### src/ovf_pkg.sv
package ovf_pkg;

    // =========================================================
    // Command codes
    // =========================================================
    localparam logic [7:0] CMD_CLEAR_FAULTS  = 8'h03;
    localparam logic [7:0] CMD_CSENSE_OFS    = 8'h39;
    localparam logic [7:0] CMD_OV_THRESH     = 8'h40;
    localparam logic [7:0] CMD_OV_RESP       = 8'h41;
    localparam logic [7:0] CMD_UV_THRESH     = 8'h44;
    localparam logic [7:0] CMD_UV_RESP       = 8'h45;
    localparam logic [7:0] CMD_FAULT_STATUS  = 8'h7A;

    // =========================================================
    // Transaction lengths in data bytes
    // =========================================================
    localparam logic [1:0] LEN_SEND  = 2'h0;
    localparam logic [1:0] LEN_BYTE  = 2'h1;
    localparam logic [1:0] LEN_WORD  = 2'h2;
    localparam logic [1:0] LEN_NONE  = 2'h3;

    // =========================================================
    // Reset values
    // =========================================================
    localparam logic [15:0] RST_CSENSE_OFS = 16'hBE00;
    localparam logic [15:0] RST_OV_THRESH  = 16'hFFFF;
    localparam logic [15:0] RST_UV_THRESH  = 16'h0000;
    localparam logic [7:0]  RST_RESP       = 8'h80;

    // =========================================================
    // Response byte fields
    // =========================================================
    localparam int BEH_HI   = 7;
    localparam int BEH_LO   = 6;
    localparam int RETRY_HI = 5;
    localparam int RETRY_LO = 3;
    localparam int DLY_HI   = 2;
    localparam int DLY_LO   = 0;

    localparam logic [1:0] BEH_IGNORE  = 2'h0;
    localparam logic [1:0] BEH_DELAY   = 2'h1;
    localparam logic [1:0] BEH_DISABLE = 2'h2;
    localparam logic [1:0] BEH_HOLD    = 2'h3;
    localparam logic [2:0] RETRY_NONE  = 3'h0;
    localparam logic [2:0] RETRY_CONT  = 3'h7;

    // Status byte bit positions
    localparam int STAT_OV = 7;
    localparam int STAT_UV = 6;

    // =========================================================
    // Timing: delay field unit per fault, in ns at 100 MHz
    // =========================================================
    localparam int CLK_PERIOD_NS = 10;
    localparam int OV_UNIT_NS    = 1000;
    localparam int UV_UNIT_NS    = 10000;
    localparam int OV_TICK_CYC   = (OV_UNIT_NS + CLK_PERIOD_NS - 1)
                                   / CLK_PERIOD_NS;
    localparam int UV_TICK_CYC   = (UV_UNIT_NS + CLK_PERIOD_NS - 1)
                                   / CLK_PERIOD_NS;
    localparam int CNT_W         = 24;

    // =========================================================
    // Types
    // =========================================================
    typedef enum logic [2:0] {
        CH_RUN, CH_DLY, CH_OFF, CH_LATCH, CH_HOLD
    } ovf_ch_st_t;

    typedef struct packed {
        ovf_ch_st_t         st;
        logic [CNT_W-1:0]   cnt;
        logic [2:0]         used;
        logic               cond;
    } ovf_ch_t;

    typedef struct packed {
        logic        valid;
        logic        write;
        logic [1:0]  len;
        logic [7:0]  code;
        logic [15:0] data;
    } ovf_cmd_t;

    typedef struct packed {
        logic        valid;
        logic        err;
        logic [15:0] data;
    } ovf_rsp_t;

endpackage
### src/ovf_fault_resp.sv
`timescale 1ns/1ps
module ovf_fault_resp #(
    parameter int OV_TICK = ovf_pkg::OV_TICK_CYC,
    parameter int UV_TICK = ovf_pkg::UV_TICK_CYC
) (
    input  wire logic             core_clk,
    input  wire logic             rst_n,
    input  wire ovf_pkg::ovf_cmd_t cmd,
    output ovf_pkg::ovf_rsp_t     rsp,
    input  wire logic [15:0]      vout_code,
    input  wire logic             vout_valid,
    input  wire logic             ramping,
    input  wire logic             run_en,
    input  wire logic             restart,
    output logic                  out_en,
    output logic                  ov_flag,
    output logic                  uv_flag,
    output logic [15:0]           csense_ofs
);

    // =========================================================
    // Parameter checks
    // =========================================================
    if (OV_TICK < 1 || UV_TICK < 1 ||
        OV_TICK * 7 >= (1 << ovf_pkg::CNT_W) ||
        UV_TICK * 7 >= (1 << ovf_pkg::CNT_W)) begin : g_tick_chk
        $error("tick counts out of range");
    end

    localparam logic [ovf_pkg::CNT_W-1:0] OV_TICK_C =
        ovf_pkg::CNT_W'(OV_TICK);
    localparam logic [ovf_pkg::CNT_W-1:0] UV_TICK_C =
        ovf_pkg::CNT_W'(UV_TICK);

    // =========================================================
    // State
    // =========================================================
    typedef struct packed {
        logic [15:0]         csense_ofs;
        logic [15:0]         ov_thresh;
        logic [15:0]         uv_thresh;
        logic [7:0]          ov_resp;
        logic [7:0]          uv_resp;
        ovf_pkg::ovf_ch_t [1:0] ch;
        logic                ov_flag;
        logic                uv_flag;
        logic                out_en;
        ovf_pkg::ovf_rsp_t   rsp;
    } ovf_state_t;

    ovf_state_t s_r;
    ovf_state_t s_nxt;

    // =========================================================
    // Functions
    // =========================================================
    // Expected data length of a command code
    function automatic logic [1:0] cmd_len(input logic [7:0] code);
        unique case (code)
            ovf_pkg::CMD_CLEAR_FAULTS: cmd_len = ovf_pkg::LEN_SEND;
            ovf_pkg::CMD_CSENSE_OFS,
            ovf_pkg::CMD_OV_THRESH,
            ovf_pkg::CMD_UV_THRESH:    cmd_len = ovf_pkg::LEN_WORD;
            ovf_pkg::CMD_OV_RESP,
            ovf_pkg::CMD_UV_RESP,
            ovf_pkg::CMD_FAULT_STATUS: cmd_len = ovf_pkg::LEN_BYTE;
            default:                   cmd_len = ovf_pkg::LEN_NONE;
        endcase
    endfunction

    // Delay field times tick, never below one cycle
    function automatic logic [ovf_pkg::CNT_W-1:0] dly_cyc(
        input logic [2:0]                f,
        input logic [ovf_pkg::CNT_W-1:0] tick
    );
        logic [ovf_pkg::CNT_W-1:0] p;
        p = {{(ovf_pkg::CNT_W-3){1'b0}}, f} * tick;
        dly_cyc = (f == 3'h0) ? {{(ovf_pkg::CNT_W-1){1'b0}}, 1'b1} : p;
    endfunction

    // =========================================================
    // Combinational next state
    // =========================================================
    logic [1:0] fire;
    logic [1:0][1:0] beh;
    logic       clr;

    always_comb begin
        logic [7:0]                resp;
        logic [2:0]                retry;
        logic [ovf_pkg::CNT_W-1:0] dly;
        logic                      cmp;
        logic                      shut;
        logic                      all_ok;
        resp   = 8'h00;
        retry  = 3'h0;
        dly    = '0;
        cmp    = 1'b0;
        shut   = 1'b0;
        all_ok = 1'b1;
        s_nxt  = s_r;
        fire   = 2'b00;
        beh    = 4'h0;
        clr    = 1'b0;
        s_nxt.rsp.valid = 1'b0;
        s_nxt.rsp.err   = 1'b0;

        // Command decode and register access
        if (cmd.valid) begin
            if (cmd_len(cmd.code) != cmd.len ||
                cmd_len(cmd.code) == ovf_pkg::LEN_NONE ||
                (cmd.write && cmd.code == ovf_pkg::CMD_FAULT_STATUS) ||
                (!cmd.write && cmd.code == ovf_pkg::CMD_CLEAR_FAULTS)) begin
                s_nxt.rsp.err = 1'b1;
            end else if (cmd.write) begin
                unique case (cmd.code)
                    ovf_pkg::CMD_CLEAR_FAULTS: clr = 1'b1;
                    ovf_pkg::CMD_CSENSE_OFS:
                        s_nxt.csense_ofs = cmd.data;
                    ovf_pkg::CMD_OV_THRESH:  s_nxt.ov_thresh = cmd.data;
                    ovf_pkg::CMD_UV_THRESH:  s_nxt.uv_thresh = cmd.data;
                    ovf_pkg::CMD_OV_RESP:  s_nxt.ov_resp = cmd.data[7:0];
                    ovf_pkg::CMD_UV_RESP:  s_nxt.uv_resp = cmd.data[7:0];
                    default: s_nxt.rsp.err = 1'b1;
                endcase
            end else begin
                s_nxt.rsp.valid = 1'b1;
                unique case (cmd.code)
                    ovf_pkg::CMD_CSENSE_OFS: s_nxt.rsp.data = s_r.csense_ofs;
                    ovf_pkg::CMD_OV_THRESH:  s_nxt.rsp.data = s_r.ov_thresh;
                    ovf_pkg::CMD_UV_THRESH:  s_nxt.rsp.data = s_r.uv_thresh;
                    ovf_pkg::CMD_OV_RESP:    s_nxt.rsp.data = {8'h00, s_r.ov_resp};
                    ovf_pkg::CMD_UV_RESP:    s_nxt.rsp.data = {8'h00, s_r.uv_resp};
                    default: begin
                        s_nxt.rsp.data = 16'h0000;
                        s_nxt.rsp.data[ovf_pkg::STAT_OV] = s_r.ov_flag;
                        s_nxt.rsp.data[ovf_pkg::STAT_UV] = s_r.uv_flag;
                    end
                endcase
            end
        end

        // Per-fault response engines, 0 = overvoltage, 1 = undervoltage
        for (int i = 0; i < 2; i++) begin
            resp = (i == 0) ? s_r.ov_resp : s_r.uv_resp;
            retry = resp[ovf_pkg::RETRY_HI:ovf_pkg::RETRY_LO];
            dly = dly_cyc(resp[ovf_pkg::DLY_HI:ovf_pkg::DLY_LO],
                          (i == 0) ? OV_TICK_C : UV_TICK_C);
            beh[i] = resp[ovf_pkg::BEH_HI:ovf_pkg::BEH_LO];
            if (i == 0 && beh[i] == ovf_pkg::BEH_IGNORE) begin
                beh[i] = ovf_pkg::BEH_DISABLE;
            end
            if (i == 0) begin
                cmp = vout_code > s_r.ov_thresh;
            end else begin
                cmp = vout_code < s_r.uv_thresh && !ramping &&
                      s_r.out_en;
            end
            if (vout_valid) begin
                s_nxt.ch[i].cond = cmp;
                fire[i] = cmp;
            end
            shut = 1'b0;
            unique case (s_r.ch[i].st)
                ovf_pkg::CH_RUN: begin
                    if (restart) begin
                        s_nxt.ch[i].used = 3'h0;
                    end
                    if (fire[i]) begin
                        unique case (beh[i])
                            ovf_pkg::BEH_IGNORE: ;
                            ovf_pkg::BEH_DELAY: begin
                                s_nxt.ch[i].st  = ovf_pkg::CH_DLY;
                                s_nxt.ch[i].cnt = dly;
                            end
                            ovf_pkg::BEH_DISABLE: shut = 1'b1;
                            ovf_pkg::BEH_HOLD:
                                s_nxt.ch[i].st = ovf_pkg::CH_HOLD;
                        endcase
                    end
                end
                ovf_pkg::CH_DLY: begin
                    s_nxt.ch[i].cnt = s_r.ch[i].cnt - 1'b1;
                    if (s_r.ch[i].cnt == 1) begin
                        shut = 1'b1;
                    end
                end
                ovf_pkg::CH_OFF: begin
                    s_nxt.ch[i].cnt = s_r.ch[i].cnt - 1'b1;
                    if (s_r.ch[i].cnt == 1) begin
                        s_nxt.ch[i].st = ovf_pkg::CH_RUN;
                    end
                end
                ovf_pkg::CH_HOLD: begin
                    if (!s_nxt.ch[i].cond) begin
                        s_nxt.ch[i].st = ovf_pkg::CH_RUN;
                    end
                end
                ovf_pkg::CH_LATCH: begin
                    if (restart) begin
                        s_nxt.ch[i].st   = ovf_pkg::CH_RUN;
                        s_nxt.ch[i].used = 3'h0;
                    end
                end
                default: s_nxt.ch[i].st = ovf_pkg::CH_RUN;
            endcase
            // Shutdown: retry if budget remains, else latch off
            if (shut) begin
                if (retry == ovf_pkg::RETRY_NONE ||
                    (retry != ovf_pkg::RETRY_CONT &&
                     s_r.ch[i].used >= retry)) begin
                    s_nxt.ch[i].st = ovf_pkg::CH_LATCH;
                end else begin
                    s_nxt.ch[i].st  = ovf_pkg::CH_OFF;
                    s_nxt.ch[i].cnt = dly;
                    if (retry != ovf_pkg::RETRY_CONT) begin
                        s_nxt.ch[i].used = s_r.ch[i].used + 3'h1;
                    end
                end
            end
            // Disable ends any running sequence except a latch
            if (!run_en && s_r.ch[i].st != ovf_pkg::CH_LATCH) begin
                s_nxt.ch[i].st   = ovf_pkg::CH_RUN;
                s_nxt.ch[i].used = 3'h0;
            end
            if (s_nxt.ch[i].st != ovf_pkg::CH_RUN &&
                s_nxt.ch[i].st != ovf_pkg::CH_DLY) begin
                all_ok = 1'b0;
            end
        end

        // Sticky flags: set wins over clear, held condition re-sets
        s_nxt.ov_flag = (s_r.ov_flag & ~clr) | fire[0] |
                        s_nxt.ch[0].cond;
        s_nxt.uv_flag = (s_r.uv_flag & ~clr) | fire[1] |
                        s_nxt.ch[1].cond;
        s_nxt.out_en  = run_en & all_ok;
    end

    // =========================================================
    // State register
    // =========================================================
    always_ff @(posedge core_clk or negedge rst_n) begin
        if (!rst_n) begin
            s_r            <= '0;
            s_r.csense_ofs <= ovf_pkg::RST_CSENSE_OFS;
            s_r.ov_thresh  <= ovf_pkg::RST_OV_THRESH;
            s_r.uv_thresh  <= ovf_pkg::RST_UV_THRESH;
            s_r.ov_resp    <= ovf_pkg::RST_RESP;
            s_r.uv_resp    <= ovf_pkg::RST_RESP;
        end else begin
            s_r <= s_nxt;
        end
    end

    // Outputs straight from the state register
    assign rsp        = s_r.rsp;
    assign out_en     = s_r.out_en;
    assign ov_flag    = s_r.ov_flag;
    assign uv_flag    = s_r.uv_flag;
    assign csense_ofs = s_r.csense_ofs;
endmodule // ovf_fault_resp

### config.mk
export PLATFORM = sky130hd
export DESIGN_NAME = ovf_fault_resp
export DESIGN_NICKNAME = d
export VERILOG_FILES = /design/src/ovf_pkg.sv /design/src/ovf_fault_resp.sv
export SDC_FILE = /design/constraint.sdc
export NUM_CORES = 1
export LEC_CHECK = 0
export BUFFER_PORTS_ARGS = -buffer_cell sky130_fd_sc_hd__buf_2
export CORE_ASPECT_RATIO = 2
export CORE_UTILIZATION = 55
export DETAILED_ROUTE_END_ITERATION = 6
export HOLD_SLACK_MARGIN = 0.02
export PLACE_DENSITY = 0.78
export SYNTH_ARGS = -nofsm -noshare
export SYNTH_HDL_FRONTEND = slang
export SYNTH_SLANG_ARGS = --single-unit
### constraint.sdc
create_clock -name core_clk -period 2.8 [get_ports core_clk]
set_input_delay 0.28 -clock core_clk [delete_from_list [all_inputs] [get_ports core_clk]]
set_output_delay 0.28 -clock core_clk [all_outputs]
set_load 0.05 [all_outputs]
## Word-level counts from Yosys, hierarchy flattened

Cells that the tools add are included.

| cells by class | value |
|---|---|
| reduce and logical (&&, ||, !) cells | 40 |
| bitwise logic cells | 10 |
| $lt $le $gt $ge | 4 |
| add/sub/neg operators | 4 |
| multipliers | 2 |
| multiplexer cells | 64 |
| equal/unequal tests | 31 |

Operators with widths:

| operator | count |
|---|---|
| 2-to-1 mux 27 bit | 4 |
| case mux 24 bit (2 select lines) | 2 |
| case mux 16 bit (5 select lines) | 1 |
| 2-to-1 mux 30 bit | 2 |
| == test 24 x 1 -> 1 bit, second input constant | 2 |
| 2-to-1 mux 24 bit | 2 |
| 2-to-1 mux 3 bit | 16 |
| subtractor 24 x 1 -> 24 bit, second input constant | 2 |
| == test 8 x 7 -> 1 bit, second input constant | 5 |
| 2-to-1 mux 16 bit | 2 |
| case mux 3 bit (5 select lines) | 2 |
| 2-to-1 mux 1 bit | 23 |
| AND reduction 4 bit | 5 |
| logical NOT 3 bit | 6 |
| 2-to-1 mux 18 bit | 1 |
| > comparator 16 bit | 1 |
| < comparator 16 bit | 1 |
| 2-to-1 mux 13 bit | 1 |
| == test 3 x 2 -> 1 bit, second input constant | 4 |
| case mux 3 bit (2 select lines) | 2 |
| == test 2 bit, second input constant | 5 |
| logical AND 1 bit | 10 |
| multiplier 3 x 7 -> 10 bit, second input constant | 1 |
| 2-to-1 mux 10 bit | 1 |
| other kinds (26) | 54 |

| storage, ports and cells | value |
|---|---|
| output and inout bits | 37 |
| word-level logic and storage cells | 174 |
| input port bits | 50 |
| register bits after elaboration | 147 |

## Longest topological paths before layout

Gate-level depths: netlist of the first run.

| depth | value |
|---|---|
| depth after elaboration | 14 |
| gate-level depth with buffers | 10 |
| mapped depth without buffers | 10 |

## Least setup slack after synthesis of the first run

No wires, ideal clock.

| path | value |
|---|---|
| path type | register to register |
| start | reg s_r[130] (netlist name) |
| end | reg s_r[22] (netlist name) |
| path buffers | 0 |
| stages on the path, launching flop included | 10 |
| slack | 0.128 ns |
| clock period less this slack | 2.672 ns |
| data required time | 2.717 ns |
| setup time | 0.083 ns |
| arrival | 2.590 ns |
| cell sequence | dfstp_2 inv_1 ha_1 nand4_1 or3_1 a211o_1 a41oi_2 a21oi_1 or4_1 o21ai_0 |

RTL lines:

| element | RTL line | RTL |
|---|---|---|
| start, declared | ovf_fault_resp.sv:51 | `ovf_state_t s_r;` |
| start signal, assigned | ovf_fault_resp.sv:252 | `s_r <= s_nxt;` |

==> results.toml, run 1 <==
[placed_design]
dp_slack_ns = -0.1272
gp_congestion = 0.9115
hpwl_um = 18190
numPortBuffers = 86

[critical_path]
worstSetupPathType = "reg -> reg"
r2r-end = "s_r[22]"
cp-start-kind = "register"
worst_setup_path_end_kind = "register"
reg2reg_slack_ns = 0.03
reg2reg_from = "s_r[130]"
critPathRequiredTime_ns = 3.14
cp.arrival_ns = 3.11
r2r_cells = 9
critPathMaxFanout = 6

[timing]
setup_slack_ns = 0.03255
period_needed_ns = 2.767
fin_crit_sh_pct = 98.84
hold_violations = 0
tns_ns = 0
slew_viol_final = 0
tightest_slew_ns = 0.6062
fin_skew_ns = 0.01093
setup_violations = 0
fmax_mhz = 361.3
slew_headroom_pct = 59.59

[synthesis]
synth_edf_count = 0
synthMuxAreaShare_pct = 8.173
synth_cells = 961
synth_top_family_by_area = "simple AND/OR/NAND/NOR gates"
async_flop_share_pct = 100.0
synthDistinctLibCells = 78
yosysSeqAreaShare_pct = 40.24
netlist_area_um2 = 9216
synth-simple-area-share_pct = 17.81
synth_compound_area_share_pct = 17.53
synth_area_per_cell_um2 = 9.590
ys_ff_latch = 147
ys_warn_count = 0
synth_xor_area_share_pct = 0.7602
synth-main-ff-cell = "dfrtp_1"
synth_fp_nets = 1072
synthAdderAreaFrac_pct = 8.607

[floorplan]
die_h_um = 185.1
ios = 87
core_region_area_um2 = 16350
die_w_um = 93.54
die_area_um2 = 17310
initial_core_util_pct = 56.37
num_rows = 66

[outcome]
status = "finished, final reports clean"

[routing]
ant_nets = 0
wl_um = 24570
vias = 7890
avgRoutedWirePerCell_um = 19.38
via_per_inst = 6.222
drtPass1Iterations = 5
drtIter0Drc = 344
drc = 0

[hold_path]
holdCritStartpoint = "cmd[12]"
min_path_type = "in -> reg"
min_to = "s_r[111]"
hold_depth = 2

[power]
max-vdd-ir-drop_uv = 398.1
total_leakage_power_nw = 4.733
total_power_w = 0.005912
powerDensity_nw_per_um2 = 556.3

[cts]
path_clk_slew_ns = 0.07
ctsHtreeMaxLevel = 4
cts_tree = "built"
cts-root-buf = "clkbuf_16"
cts_buffers = 17
insertion_delay_ns = 0.43
cts_sinks = 147
cts_buffer_depth = 2

[global_routing]
grt_max_degree = 64
grt_pass1_wl_um = 38960
antenna_found_initial = 0
grt_pass1_vias = 8016
grt.total_usage_pct = 29.41
overflow = 0

[final_layout]
antennaDiodeCount = 0
drive_gt1_share_pct = 27.54
area_growth_pct = 15.31
finish.utilization_pct = 65.00
fin_nets = 1162

[run]
maxCapViolations = 0
==> worst max-delay path by stage <==
stage                     startpoint      end  slack, ns
after detailed placement    s_r[130]  s_r[22]      -0.13
after floorplan             s_r[130]  s_r[22]       0.13
after global routing        s_r[130]  s_r[32]      -0.02
after global placement      s_r[130]  s_r[22]      -0.04
final                       s_r[130]  s_r[22]       0.03
after CTS                   s_r[130]  s_r[22]      -0.02
==> through the flow <==
step	hold slack (ns)	std cells	cell area, um^2
after detailed placement	0.3052	1232	9917
after floorplan	-0.01559	961	9216
after CTS	0.1125	1266	10600
final	0.1259	1268	10630
after global placement	0.3094	1232	9917
after global routing	0.1240	1268	10630
==> power breakdown <==
group / switching, W / internal [W]
registers: 0.000205 / 0.00230
clock network: 0.000962 / 0.00150
logic: 0.000577 / 0.000369
total: 0.00174 / 0.00417
==> layer usage <==
| metal | wire length, um | GRT usage [%] | vias up |
|---|---|---|---|
| met2 | 13570 | 53.68 | 249 |
| met3 | 815 | 3.900 | 78 |
| li1 | - | - | 3647 |
| met1 | 8843 | 31.02 | 3916 |
| met4 | 1345 | 19.02 | 0 |
| met5 | 0 | 0 | - |
==> cells in the mapped netlist (10+ instances only) <==
master	number	area (um^2)
o21ai_0	32	160.2
a22o_1	14	122.6
or2_2	10	62.56
nand4_1	10	62.56
nor2_1	75	281.5
dfstp_2	24	630.6
clkbuf_1	23	86.33
a31oi_1	20	125.1
buf_4	36	270.3
inv_1	62	232.7
a21o_1	14	105.1
ha_1	57	713.2
nand3_1	14	70.07
a311oi_1	15	131.4
nor2b_1	12	75.07
o2bb2ai_1	10	87.58
a22oi_1	12	90.09
nor4_1	14	87.58
nand2_1	69	259.0
mux2_2	65	732.0
dfrtp_1	123	3078
a21oi_1	73	365.4
nand2b_1	12	75.07
nor3_1	26	130.1
==> layout by cell type, fill, tap and decap left out, types with 5 or more instances in the layout <==
master,netlist,layout
dfrtp_1,123,123
buf_2,6,85
nor2_1,75,75
a21oi_1,73,70
nand2_1,69,69
mux2_2,65,65
inv_1,62,62
ha_1,57,57
buf_4,36,47
o21ai_0,32,32
nor3_1,26,26
dfstp_2,24,24
a31oi_1,20,20
clkbuf_16,0,17
a21o_1,14,14
nor4_1,14,14
nand3_1,14,14
a311oi_1,15,14
a22o_1,14,14
nor2b_1,12,12
a22oi_1,12,12
nand2b_1,12,12
nand4_1,10,10
or2_2,10,10
o2bb2ai_1,10,10
or4_1,9,9
and2_1,9,9
or3_1,9,8
nand3b_1,8,8
o211ai_1,6,6
nor3b_1,5,5
o21a_1,5,5
==> critical path, cell delays in order, from the launching register on <==
cell and delay [ns]:
dfstp_2 0.53, inv_1 0.05, ha_1 0.29, nand4_1 0.13
or3_4 0.39, a21o_1 0.21, a41oi_4 0.33, a21oi_1 0.13
or4_1 0.51, o21ai_0 0.10
==> timing repair <==
action / CTS / global route
endpoints found under the setup margin: 28 / 33
hold endpoints to repair: 59 / 0
pin swaps: 3 / 2
setup buffers: 1 / 2
hold buffers: 1 / 0
gates resized for setup: 5 / 3
==> flip-flops by register name (all words and copies together) (netlist names) <==
name        count
s_r           108
csense_ofs     16
beh             2
rsp            18
out_en          1
uv_flag         1
ov_flag         1
==> kinds of logic after synthesis <==
family | after synthesis
and+or+nand+nor | 309
AOI/OAI and AO/OA | 240
DFF | 147
buffers and inverters | 129
muxes | 67
adders and majority gates | 61
xor gates and xnor gates | 8
==> cell type report <==
cell class	count	area, um^2
clock buffers	18	429.2
clock inverters	14	201.4
fillers	1339	5723
inverters	62	232.7
multi-input cells	685	4921
flip-flops and latches	147	3709
well taps	204	255.2
repair buffers	138	879.6
Note: power is estimated with default switching activity, not from simulation.
==> inputs of run 2 (changes only) <==
PLACE_DENSITY = 0.85   (was 0.78)
==> run 2 against run 1 <==
Non-clock buffer count up 11. First-iteration DRC count up 67%. Sequential power about the same. Register-to-register slack worse by 0.02 ns. Via count up 4.0%. Routed wire length up 5.4%. Largest cell class unchanged. Largest power group unchanged.
==> results.toml, run 2 (synthesis results as in run 1) <==
[placed_design]
numPortBuffers = 86
dpl.cell_count = 1238
gp_congestion = 0.9075
hpwl_um = 18230

[global_routing]
grt.total_usage_pct = 30.49
grt_max_degree = 68
grt_pass1_vias = 8459
antenna_found_initial = 0
grt_pass1_wl_um = 40570
overflow = 0

[cts]
path_clk_slew_ns = 0.07
cts-root-buf = "clkbuf_16"
cts_buffer_depth = 2
cts_tree = "built"
cts_sinks = 147
cts_buffers = 17
ctsHtreeMaxLevel = 4
insertion_delay_ns = 0.44

[final_layout]
finish.utilization_pct = 65.63
area_growth_pct = 16.43
layout_common_cells = "dfrtp_1, buf_2, nor2_1"
largest_reg_flops = 108
top_register = "s_r"
antennaDiodeCount = 0
instances_no_fill = 1279
layout_commonest_cell = "dfrtp_1"
drive_gt1_share_pct = 29.86
fin_nets = 1173

[critical_path]
cp-start-kind = "register"
worst_setup_path_end_kind = "register"
r2r-end = "s_r[29]"
cp_slowest_stage_delay_ns = 0.54
critPathMaxFanout = 7
r2r_cells = 10
path_cells = "inv_2 -> ha_4 -> nand4_1 -> or3_4 -> a211o_1 -> a41oi_4 -> nand2_2 -> buf_4 -> a21oi_1 -> o2bb2ai_1"
crit_family = "compound AO/OA/AOI/OAI gates"
reg2reg_from = "s_r[129]"
crit_end = "s_r[29]"
reg2reg_slack_ns = 0.009
worstSetupPathType = "reg -> reg"
cp.arrival_ns = 3.11
critPathRequiredTime_ns = 3.11
path_depth = 10
startpoint = "s_r[129]"
slowest_stage = "dfstp_2"
worst-path-buf-inv = 2

[hold_path]
min_path_type = "in -> reg"

[timing]
fmax_mhz = 358.3
hold_violations = 0
fin_skew_ns = 0.01016
slew_viol_final = 0
slew_headroom_pct = 58.24
tightest_slew_ns = 0.6198
rsz0062_at_grt = "yes"
setup_violations = 0
period_needed_ns = 2.791
fin_crit_sh_pct = 99.68
hold_ws_ns = 0.1011

[outcome]
status = "finished, final reports clean"

[run]
maxCapViolations = 0

[floorplan]
die_area_um2 = 17310
num_rows = 66
initial_core_util_pct = 56.37
ios = 87
core_region_area_um2 = 16350
die_w_um = 93.54
die_h_um = 185.1

[power]
powerDensity_nw_per_um2 = 536.6
total_leakage_power_nw = 4.761
max-vdd-ir-drop_uv = 410.2

[routing]
via_per_inst = 6.418
vias = 8208
ant_nets = 0
drc = 0
drtIter0Drc = 576
avgRoutedWirePerCell_um = 20.25
drtPass1Iterations = 5
wl_um = 25910
-- run 2: cell type report --
type / count / area, um^2
Timing Repair Buffer: 149 / 957.2
Tap cell: 204 / 255.2
Sequential cell: 147 / 3709
Inverter: 62 / 232.7
Clock inverter: 14 / 143.9
Multi-Input combinational cell: 685 / 5004
Fill cell: 1198 / 5620
Clock buffer: 18 / 429.2
-- run 2: repair_timing --
| item | CTS | global route |
|---|---|---|
| hold endpoints to repair | 54 | 0 |
| setup buffers | 2 | 6 |
| pin swaps | 6 | 13 |
| endpoints found under the setup margin | 26 | 38 |
| gates cloned | 0 | 0 |
| resized for setup | 10 | 23 |
| hold buffers | 1 | 0 |
-- run 2: layer usage --
| layer | global-route usage, % | up-vias | share of wire, % |
|---|---|---|---|
| met1 | 30.95 | 4004 | 34 |
| met4 | 22.83 | 0 | 7.0 |
| met5 | 0 | - | 0 |
| met3 | 5.501 | 143 | 5.1 |
| met2 | 54.44 | 378 | 54 |
| li1 | - | 3683 | - |
-- run 2: report_power, final --
part / internal (W) / total, W / switching (W)
Clock: 0.00125 / 0.00227 / 0.00102
Combinational: 0.000384 / 0.000979 / 0.000595
Sequential: 0.00229 / 0.00251 / 0.000210
Total: 0.00393 / 0.00576 / 0.00183
-- run 2: how the worst min path moves through the flow --
stage | from | end | slack, ns | cells after the start
after floorplan | rst_n | beh[2] | -0.02 | 0
after global placement | rst_n | s_r[37] | 0.29 | 1
after detailed placement | rst_n | s_r[37] | 0.29 | 1
after CTS | cmd[27] | rsp[16] | 0.09 | 2
after global routing | cmd[14] | s_r[113] | 0.10 | 2
final | cmd[27] | rsp[16] | 0.10 | 2
-- run 2: worst reg2reg max path: cells and delay by family (launching register included) --
kind	cells	cell delay [ns]
compound gates	4	0.91
simple gates	3	0.71
flops	1	0.54
fa+ha+maj	1	0.27
buf+inv	2	0.24
-- run 2: through the flow --
step,cell area (um^2),setup WS (ns),total power [W],TNS (ns)
finish,10730,0.009041,0.005757,0
floorplan,9216,0.1277,0.003128,0
global placement,9950,-0.08175,0.003415,-0.5397
global route,10730,-0.06714,0.005975,-0.4942
detailed placement,9950,-0.2145,0.003454,-2.277
CTS,10610,0.002031,0.005730,0
